--- config.mk ---
export PLATFORM = sky130hd
export DESIGN_NAME = hmsd_top
export DESIGN_NICKNAME = d
export VERILOG_FILES = /design/src/verilog/hmsd_pkg.sv /design/src/verilog/hmsd_stage_if.sv /design/src/verilog/hmsd_slave.sv /design/src/verilog/hmsd_top.sv
export SDC_FILE = /design/constraint.sdc
export NUM_CORES = 1
export LEC_CHECK = 0
export ABC_AREA = 1
export BUFFER_PORTS_ARGS = -buffer_cell sky130_fd_sc_hd__buf_4
export CORE_ASPECT_RATIO = 1.1
export CORE_UTILIZATION = 30
export CTS_CLUSTER_SIZE = 24
export DETAILED_ROUTE_END_ITERATION = 10
export GPL_TIMING_DRIVEN = 1
export HOLD_SLACK_MARGIN = 0.12
export MAX_ROUTING_LAYER = met4
export PLACE_DENSITY = 0.57
export SYNTH_ARGS = -nofsm -noshare
export SYNTH_HDL_FRONTEND = slang
export SYNTH_SLANG_ARGS = --single-unit
--- constraint.sdc ---
create_clock -name sys_clk -period 1.2 [get_ports sys_clk]
set_clock_uncertainty 0.1 [all_clocks]
set_input_delay 0 -clock sys_clk [delete_from_list [all_inputs] [get_ports sys_clk]]
set_output_delay 0 -clock sys_clk [all_outputs]
set_load 0.02 [all_outputs]
--- src/verilog/hmsd_pkg.sv ---
package hmsd_pkg;
  localparam int unsigned CHANNELS      = 6;
  localparam logic        Q_RESET_VALUE = 1'h0;
  localparam logic        CLK_RESET_VAL = 1'h0;
  localparam logic        RST_RESET_VAL = 1'h0;
endpackage

--- src/verilog/hmsd_stage_if.sv ---
`timescale 1ns/1ps
`default_nettype none
interface hmsd_stage_if #(
  parameter int unsigned WIDTH = 6
);
  logic [WIDTH-1:0] master;
  logic             load;
  logic             clear;
  logic [WIDTH-1:0] q;
  modport ctrl (output master, output load, output clear, input q);
  modport slave (input master, input load, input clear, output q);
endinterface
`default_nettype wire

--- src/verilog/hmsd_slave.sv ---
`timescale 1ns/1ps
`default_nettype none
module hmsd_slave (
  input  wire logic   sys_clk,
  input  wire logic   rstn,
  hmsd_stage_if.slave st
);
  logic [$bits(st.q)-1:0] q_r;
  logic [$bits(st.q)-1:0] q_nxt;

  always_comb begin
    q_nxt = q_r;
    if (st.load) begin
      q_nxt = st.master;
    end else if (st.clear) begin
      q_nxt = {$bits(st.q){hmsd_pkg::Q_RESET_VALUE}};
    end
  end

  always_ff @(posedge sys_clk) begin
    if (!rstn) begin
      q_r <= {$bits(st.q){hmsd_pkg::Q_RESET_VALUE}};
    end else begin
      q_r <= q_nxt;
    end
  end

  assign st.q = q_r;
endmodule
`default_nettype wire

--- src/verilog/hmsd_top.sv ---
// Contract
// - six independent master-slave data flip-flops, own data input and output each.
// - one shared clock input and one shared reset input for all six.
// - while clock low, master follows data; output unaffected.
// - on rising clock edge, master value moves to slave output.
// - outputs change only on rising clock edge or when high reset clears them while clock low.
// - reset low, rising edge loads data into output; high gives high.
// - high reset clears outputs only while clock low; never overrides load.
`timescale 1ns/1ps
`default_nettype none
module hmsd_top #(
  parameter int unsigned CHANNELS = hmsd_pkg::CHANNELS
) (
  input  wire logic                sys_clk,
  input  wire logic                rstn,
  input  wire logic                ff_clk,
  input  wire logic                ff_reset,
  input  wire logic [CHANNELS-1:0] ff_d,
  output logic      [CHANNELS-1:0] ff_q
);
  // ff_clk, ff_reset and ff_d are asynchronous to sys_clk, so each passes two flops
  // before any logic reads it; this costs two cycles of latency
  // but keeps metastability away from the edge detector

  // true while the device clock sits in its transparent low phase
  function automatic logic f_low_phase(
    input logic clk_lvl
  );
    f_low_phase = ~clk_lvl;
  endfunction

  // one-cycle pulse on a synchronised low-to-high change
  function automatic logic f_rise(
    input logic cur_lvl,
    input logic prev_lvl
  );
    f_rise = cur_lvl & ~prev_lvl;
  endfunction

  // data pin synchroniser
  logic [CHANNELS-1:0] d_meta_r;
  logic [CHANNELS-1:0] d_meta_nxt;
  logic [CHANNELS-1:0] d_sync_r;
  logic [CHANNELS-1:0] d_sync_nxt;

  // device clock synchroniser and edge history
  logic                clk_meta_r;
  logic                clk_meta_nxt;
  logic                clk_sync_r;
  logic                clk_sync_nxt;
  logic                clk_prev_r;
  logic                clk_prev_nxt;

  // device reset synchroniser
  logic                rst_meta_r;
  logic                rst_meta_nxt;
  logic                rst_sync_r;
  logic                rst_sync_nxt;

  // master stage and decoded strobes
  logic [CHANNELS-1:0] master_r;
  logic [CHANNELS-1:0] master_nxt;
  logic                clk_rise;
  logic                clear_req;

  hmsd_stage_if #(.WIDTH(CHANNELS)) stage ();

  // data group: only the second flop reads the first
  always_comb begin
    d_meta_nxt = ff_d;
    d_sync_nxt = d_meta_r;
  end

  always_ff @(posedge sys_clk) begin
    if (!rstn) begin
      d_meta_r <= {CHANNELS{hmsd_pkg::Q_RESET_VALUE}};
      d_sync_r <= {CHANNELS{hmsd_pkg::Q_RESET_VALUE}};
    end else begin
      d_meta_r <= d_meta_nxt;
      d_sync_r <= d_sync_nxt;
    end
  end

  // clock group: the history flop must reset to the idle level
  // of the pin, otherwise a false edge follows reset release
  always_comb begin
    clk_meta_nxt = ff_clk;
    clk_sync_nxt = clk_meta_r;
    clk_prev_nxt = clk_sync_r;
  end

  always_ff @(posedge sys_clk) begin
    if (!rstn) begin
      clk_meta_r <= hmsd_pkg::CLK_RESET_VAL;
      clk_sync_r <= hmsd_pkg::CLK_RESET_VAL;
      clk_prev_r <= hmsd_pkg::CLK_RESET_VAL;
    end else begin
      clk_meta_r <= clk_meta_nxt;
      clk_sync_r <= clk_sync_nxt;
      clk_prev_r <= clk_prev_nxt;
    end
  end

  // reset group
  always_comb begin
    rst_meta_nxt = ff_reset;
    rst_sync_nxt = rst_meta_r;
  end

  always_ff @(posedge sys_clk) begin
    if (!rstn) begin
      rst_meta_r <= hmsd_pkg::RST_RESET_VAL;
      rst_sync_r <= hmsd_pkg::RST_RESET_VAL;
    end else begin
      rst_meta_r <= rst_meta_nxt;
      rst_sync_r <= rst_sync_nxt;
    end
  end

  // master follows data in low phase
  // each channel is its own latch, no bit reads another;
  // the value kept is the last one seen before the edge
  always_comb begin
    master_nxt = master_r;
    for (int i = 0; i < CHANNELS; i++) begin
      if (f_low_phase(clk_sync_r)) begin
        master_nxt[i] = d_sync_r[i];
      end
    end
  end

  always_ff @(posedge sys_clk) begin
    if (!rstn) begin
      master_r <= {CHANNELS{hmsd_pkg::Q_RESET_VALUE}};
    end else begin
      master_r <= master_nxt;
    end
  end

  always_comb begin
    clk_rise  = f_rise(clk_sync_r, clk_prev_r);
    // clear only in low phase
    // the load strobe and the clear can never meet: one needs
    // the synchronised clock high, the other needs it low
    clear_req = rst_sync_r & f_low_phase(clk_sync_r);
  end

  assign stage.load   = clk_rise;
  assign stage.master = master_r;
  // clear gated by low clock; load wins in slave
  assign stage.clear  = clear_req;

  hmsd_slave u_slave (
    .sys_clk (sys_clk),
    .rstn    (rstn),
    .st      (stage.slave)
  );

  assign ff_q = stage.q;
endmodule
`default_nettype wire
# Word level (Yosys, flattened, before mapping)
# Cells that the tools add are included.
# op_classes
n_mux,2
bitwise_logic,4
n_reduce_logical,1
# op_table
cell,count
6-bit 2-to-1 mux,2
1-bit AND,2
1-bit inverter,2
2-bit nonzero test,1
# totals
elab_cells,16
in_bits,10
reg_bits,29
out_inout_bits,6

# Longest topological paths before layout
# Gate-level depths: netlist (run 1).
# logic_depth
ltp_word,4
mapped_depth,5
mapped_depth_nobuf,5

# By module
# A second synthesis (run 1) with hierarchy kept.
# hier_totals
cells_unflattened,120
hier_area_um2,952.2
# modules_own_cells
mod,area_per_inst_um2,cells_per_inst,n_inst,seq_area_each_um2
hmsd_top,742.0,94,1,460.4
hmsd_slave,210.2,26,1,120.1

# Worst setup path before layout (run 1)
# Ideal clock, no wire load.
# synth_timing
kind,flip-flop to flip-flop
startpoint,"reg clk_sync_r, in the netlist clk_prev_nxt"
endpoint,"reg u_slave.q_r[0], in the netlist u_slave.st.q[0]"
setup_ns,0.070
n_path_buf,1
t_required_ns,1.030
synth_period_minus_slack_ns,0.906
setup_slack_ns,0.294
stages_incl_launch_ff,6
t_arrival_ns,0.736
cell_sequence,dfxtp_1 buf_6 inv_6 nand2_8 nand3_1 a21oi_1
# synth_via
elab_chain_cells,3
elab_cells_between_ends,5
classes_between,mux: 1; bitwise: 3; reduce/logical: 1
# synth_lines
element,line_no,rtl
from (decl),hmsd_top.sv:49,logic clk_sync_r;
from (signal assigned),hmsd_top.sv:95,clk_sync_r <= hmsd_pkg::CLK_RESET_VAL;
from (signal assigned),hmsd_top.sv:99,clk_sync_r <= clk_sync_nxt;
1-bit inverter,hmsd_top.sv:29,f_low_phase = ~clk_lvl;
1-bit AND,hmsd_top.sv:145,clear_req = rst_sync_r & f_low_phase(clk_sync_r);
2-bit nonzero test (no source line),-,
to (signal assigned),hmsd_slave.sv:22,q_r <= {$bits(st.q){hmsd_pkg::Q_RESET_VALUE}};
to (signal assigned),hmsd_slave.sv:24,q_r <= q_nxt;
to (decl),hmsd_slave.sv:8,logic [$bits(st.q)-1:0] q_r;
# Parallel ways exist; a longest one is shown, timed or not.
# A chain may end at the register's enable or synchronous reset.

# Final worst setup path (run 1)
# layout_timing
startpoint,in ff_d[1]
endpoint,reg d_meta_r[1]
# layout_lines
element,line_no,rtl
from (decl),hmsd_top.sv:18,"input wire logic [CHANNELS-1:0] ff_d,"
to (signal assigned),hmsd_top.sv:76,d_meta_r <= {CHANNELS{hmsd_pkg::Q_RESET_VALUE}};
to (signal assigned),hmsd_top.sv:79,d_meta_r <= d_meta_nxt;
to (decl),hmsd_top.sv:41,logic [CHANNELS-1:0] d_meta_r;
# No word-level cell between the ends.

==> results.yml, run 1 <==
synth:
  yosysWarnings: 0
  avgSynthCellArea_sq_um: 8.816
  syn-num-nets: 118
  yosysTopAreaCell: "dfxtp_1"
  synth_cells: 108
  synth_top_area_share_pct: 60.97
  synthesis.area_sq_um: 952.2
  synth-seq-cells: 29
  ys_seq_area_share_pct: 60.97
  synth_area_leaders: "dfxtp_1 (61%), nand2_1 (9.9%), inv_1 (7.1%)"
  ys_types: 13
critical_path:
  critPathLaunchType: "primary input"
  cp.required_ns: 1.32
  arrival_ns: 1.30
  r2r_cells: 3
  critical_path_class: "primary input to flop"
  crit_path_end_kind: "flop"
  path_max_fanout: 1
global_route:
  grt_use_total_pct: 13.01
  grt_max_degree: 15
  grt_pass1_wl_microns: 3084
  antenna_found_initial: 0
  grt-ovfl-total: 0
  grt_pass1_vias: 762
timing:
  period_share_pct: 98.31
  fin_hold_ws_ns: 0.2710
  tightest_slew_ns: 0.3234
  finalCriticalPeriod_ns: 1.180
  setup_viol: 0
  final_hold_viol_count: 0
  slew_headroom_pct: 78.44
  rsz0062_at_grt: "false"
  max_freq_mhz: 847.6
  setup_tns_ns: 0
  final_max_slew_viol_count: 0
clock_network:
  clockBufferDepth: 2
  clkTransAtPathRegs_ns: 0.08
  ctsRootBufferMaster: "clkbuf_4"
  numCtsBuffers: 5
  clk_latency_ns: 0.32
  clock_sinks: 29
  cts_tree: "built"
  cts.htree.levels: 2
placed_design:
  hpwl_microns: 1034
  dp.cells: 155
  globalplace.congestion: 0.7738
  placed_area_sq_um: 1094
  portBuffers: 15
floorplan:
  initial_core_util_pct: 31.51
  std_cell_rows: 21
  coreArea_sq_um: 3022
  fp.dieW_microns: 55.72
  die_h_microns: 61.09
  ios: 16
  fp.dieArea_sq_um: 3403
final_layout:
  drive_gt1_share_pct: 18.12
  mostFrequentLayoutCell: "dfxtp_1"
  final_area_sq_um: 1361
  multi_input_area_sq_um: 261.5
  regArea_sq_um: 580.6
  layout_common_cells: "dfxtp_1 (29), nand2_1 (25), dlygate4sd3_1 (20), inv_1 (18), buf_4 (16)"
  area_delta_synth_final_pct: 42.97
  nFillCells: 280
  antenna_cells: 0
  final_util_pct: 45.05
  finalNetCount: 159
  fin_cells: 183
route:
  drt_iter0_drc: 4
  antenna_left: 0
  route.vias.total: 761
  drc_errors: 0
  avgRoutedWirePerCell_microns: 9.481
  via_per_inst: 4.158
  first_pass_iters: 3
  drt_wl_total_microns: 1735
power:
  power.density_nw_per_um2: 1283
  sw_frac_of_total_pct: 22.01
  p_leak_nw: 0.6761
  p_int_w: 0.001362
  combPwrFrac_pct: 8.7
  power.net_switching_w: 0.0003843
  pwr-share-clk_pct: 33.3
  p_seq_share_pct: 58.0
  ir_drop_v: 0.0008091
job:
  cap_violations: 0
outcome:
  status: "complete, no violations"
hold_path:
  hold_path_class: "primary input to flop"
  min_path_cells: 4
[area by class of cell]
cell class | count | share of cell area (%)
Sequential cell | 29 | 42.65
Timing Repair Buffer | 37 | 24.45
Multi-Input combinational cell | 55 | 19.21
Inverter | 21 | 6.526
Clock buffer | 7 | 4.044
Tap cell | 34 | 3.125
[registers in the layout (all words and copies together), names as in the netlist]
| name | flops |
|---|---|
| d_meta_r | 6 |
| d_sync_r | 6 |
| master_r | 6 |
| u_slave.st.q | 6 |
| clk_meta_r | 1 |
| clk_prev_nxt | 1 |
| clk_prev_r | 1 |
| rst_meta_r | 1 |
| rst_sync_r | 1 |
[final timing paths]
path | from | endpoint | slack, ns
worst max-delay path | ff_d[1] | d_meta_r[1]$_SDFF_PN0_ | 0.02
worst min-delay path | rstn | d_sync_r[2]$_SDFF_PN0_ | 0.27
worst max register to register | d_meta_r[1]$_SDFF_PN0_ | d_sync_r[1]$_SDFF_PN0_ | 0.07
worst min register to register | d_meta_r[3]$_SDFF_PN0_ | d_sync_r[3]$_SDFF_PN0_ | 0.31
[through the flow]
stage	worst slack, ns	total power (W)
6_report	0.02025	0.001746
5_1_grt	0.008376	0.001833
4_1_cts	0.03379	0.001771
3_5_place_dp	0.1895	0.001138
3_3_place_gp	0.2333	0.001133
2_1_floorplan	0.2939	0.001099
[cell usage after synthesis]
master,instances
inv_2,1
inv_6,1
nand2_1,25
clkinv_4,1
dfxtp_1,29
nor2_1,10
buf_6,1
nand2_8,2
inv_1,18
nand3_1,6
o21ai_1,5
buf_2,2
a21oi_1,7
[power groups by stage]
| stage | Sequential [W] | Combinational (W) | Clock (W) |
|---|---|---|---|
| final | 0.00101 | 0.000152 | 0.000582 |
| after global routing | 0.00102 | 0.000171 | 0.000646 |
| after CTS | 0.00101 | 0.000154 | 0.000604 |
| after detailed placement | 0.00104 | 0.000102 | 0 |
| after global placement | 0.00103 | 0.0000981 | 0 |
| after floorplan | 0.00103 | 0.0000642 | 0 |
[cells by family after synthesis]
family	share of synthesized area [%]
AOI/OAI and AO/OA	6.307
buffers and inverters	11.56
DFF	60.97
and+or+nand+nor	21.16
[layer usage]
metal | global-route usage, % | wire [microns]
met3 | 5.042 | 82
met1 | 11.29 | 722
met2 | 23.92 | 897
met5 | - | 0
met4 | 8.571 | 33
[worst max-delay path, stage by stage]
cell and delay (ns):
dlygate4sd3_1 0.54, buf_4 0.13, nand2_1 0.05, dlygate4sd3_1 0.54
inv_1 0.04
[timing repair]
action	CTS	global route
hold buffers	22	1
buffers inserted	0	0
setup endpoints to repair	0	9
hold endpoints to repair	29	2
resized for setup	0	1
Note: power is estimated with default switching activity, not from simulation.
==> inputs of run 2 (changes only) <==
--- a/config.mk
+++ b/config.mk
@@ -7,7 +7,7 @@
 export LEC_CHECK = 0
 export ABC_AREA = 1
 export BUFFER_PORTS_ARGS = -buffer_cell sky130_fd_sc_hd__buf_4
-export CORE_ASPECT_RATIO = 1.1
+export CORE_ASPECT_RATIO = 0.8
 export CORE_UTILIZATION = 30
 export CTS_CLUSTER_SIZE = 24
 export DETAILED_ROUTE_END_ITERATION = 10
@@ -15,6 +15,7 @@
 export HOLD_SLACK_MARGIN = 0.12
 export MAX_ROUTING_LAYER = met4
 export PLACE_DENSITY = 0.57
+export SLEW_MARGIN = 20
 export SYNTH_ARGS = -nofsm -noshare
 export SYNTH_HDL_FRONTEND = slang
 export SYNTH_SLANG_ARGS = --single-unit
==> run 2 against run 1 <==
Net effect: total power is 9.0% higher; sequential share of layout area is 2.9 points higher; design area is 6.3% lower; critical path depth stayed put; clock power is 32% higher; wire length is 18% lower; cell count is 4.4% lower; worst setup slack better by 0.19 ns; die area hardly changed; hold slack better by 0.038 ns; critical endpoint is now u_slave.st.q[3]$_SDFFE_PN0P_; largest cell class unchanged; highest routed layer unchanged.
==> results.yml, run 2 (synthesized netlist as in run 1, its figures left out) <==
outcome:
  status: "complete, no violations"
route:
  route.vias.total: 683
  via_per_inst: 3.903
  first_pass_iters: 4
  drc_errors: 0
  drt_iter0_drc: 50
  avgRoutedWirePerCell_microns: 8.131
  drt_wl_total_microns: 1423
  antenna_left: 0
clock_network:
  clock_sinks: 29
  cts-resized-gates: 0
  numCtsBuffers: 5
  clockBufferDepth: 2
  clk_latency_ns: 0.27
  cts_tree: "built"
  ctsRootBufferMaster: "clkbuf_8"
  cts.htree.levels: 2
  clkTransAtPathRegs_ns: 0.05
final_layout:
  nFillCells: 306
  mostFrequentLayoutCell: "dfxtp_1"
  multi_input_area_sq_um: 261.5
  area_delta_synth_final_pct: 33.90
  finalNetCount: 147
  drive_gt1_share_pct: 19.71
  antenna_cells: 0
  layout_common_cells: "dfxtp_1 (29), nand2_1 (25), inv_1 (18), buf_4 (16), nor2_1 (10)"
  regArea_sq_um: 580.6
timing:
  setup_tns_ns: 0
  period_share_pct: 82.70
  rsz0062_at_grt: "false"
  final_hold_viol_count: 0
  setup_viol: 0
  slew_headroom_pct: 86.26
  tightest_slew_ns: 0.2059
  finalCriticalPeriod_ns: 0.9924
  fin_ws_ns: 0.2076
  max_freq_mhz: 1008
  final_max_slew_viol_count: 0
critical_path:
  timing.rr.end: "u_slave.st.q[3]$_SDFFE_PN0P_"
  critical_path_class: "flop to flop"
  r2r_cells: 5
  r2r_start: "clk_prev_nxt$_SDFF_PN0_"
  crit_path_end_kind: "flop"
  slowest_delay_ns: 0.30
  arrival_ns: 1.10
  path_cells: "buf_4 > nand2_8 > clkinv_4 > nand2_1 > a21oi_1"
  critPathLaunch: "clk_prev_nxt$_SDFF_PN0_"
  critPathLaunchType: "flop"
  cpMaxStageDelayCell: "dfxtp_1"
  cp.required_ns: 1.30
  path_max_fanout: 9
  rrSetupSlack_ns: 0.21
floorplan:
  std_cell_rows: 17
  ios: 16
  initial_core_util_pct: 32.92
  fp.dieW_microns: 64.99
  die_h_microns: 52.39
  coreArea_sq_um: 2893
  fp.dieArea_sq_um: 3405
global_route:
  grt_pass1_wl_microns: 2339
  grt_pass1_vias: 552
  antenna_found_initial: 0
  grt_max_degree: 24
  grt-ovfl-total: 0
  grt_use_total_pct: 10.74
placed_design:
  portBuffers: 15
  globalplace.congestion: 0.6856
  dp_slack_ns: 0.2163
  hpwl_microns: 922.8
hold_path:
  holdPathEnd: "d_sync_r[5]$_SDFF_PN0_"
  hold_path_class: "flop to flop"
  min_path_cells: 2
  hold_start: "d_meta_r[5]$_SDFF_PN0_"
power:
  p_leak_nw: 0.6490
  ir_drop_v: 0.0007354
  power.density_nw_per_um2: 1493
job:
  cap_violations: 0
[run 2: cell types whose count changed in the layout (fill, tap and decap cells not counted)]
cell / previous run / this run
clkbuf_4: 5 / 0
dlygate4sd3_1: 20 / 9
clkbuf_8: 1 / 6
dlymetal6s4s_1: 1 / 0
[run 2: worst max-delay path: cells and delay by family (launching register included)]
kind	cells	cell delay, ns
buf+inv	2	0.25
flops	1	0.30
compound gates	1	0.13
simple gates	2	0.14
[run 2: how the worst max path moves through the flow]
| stage | to | cells past startpoint | slack, ns |
|---|---|---|---|
| CTS | u_slave.st.q[5]$_SDFFE_PN0P_ | 5 | 0.20 |
| global route | u_slave.st.q[4]$_SDFFE_PN0P_ | 5 | 0.09 |
| detailed placement | u_slave.st.q[5]$_SDFFE_PN0P_ | 5 | 0.22 |
| finish | u_slave.st.q[3]$_SDFFE_PN0P_ | 5 | 0.21 |
| global placement | u_slave.st.q[4]$_SDFFE_PN0P_ | 5 | 0.23 |
| floorplan | u_slave.st.q[0]$_SDFFE_PN0P_ | 5 | 0.29 |
[run 2: power by group]
group          switching (W)  internal (W)
logic              0.0000584     0.0000637
clock network       0.000314      0.000453
registers          0.0000138       0.00100
total               0.000386       0.00152
[run 2: final cells by class]
class	count	share of cell area, %
clock buffers	7	6.771
inverters	21	6.968
multi-input cells	55	20.51
flip-flops and latches	29	45.53
well taps	38	3.729
repair buffers	25	16.49
[run 2: through the flow]
| stage | std cells | power [W] | utilization [%] | hold WS [ns] | instance area (sq um) |
|---|---|---|---|---|---|
| 2_1_floorplan | 108 | 0.001099 | - | -0.002369 | 952.2 |
| 4_1_cts | 175 | 0.001928 | 44.07 | 0.3098 | 1275 |
| 3_3_place_gp | 159 | 0.001133 | 37.98 | 0.08073 | 1099 |
| 5_1_grt | 175 | 0.002017 | 44.07 | 0.3349 | 1275 |
| 6_report | 175 | 0.001904 | 44.07 | 0.3088 | 1275 |
| 3_5_place_dp | 159 | 0.001135 | 37.98 | 0.08460 | 1099 |
[run 2: routing by layer]
layer,wire length (microns),track usage [%],up-vias
met3,112,6.522,4
met4,4,11.11,0
li1,-,-,379
met1,673,10.91,279
met5,0,-,-
met2,632,13.72,21
[run 2: timing repair]
item	CTS	global route
hold buffers	9	0
buffers inserted	0	0
endpoints found under the hold margin	28	0
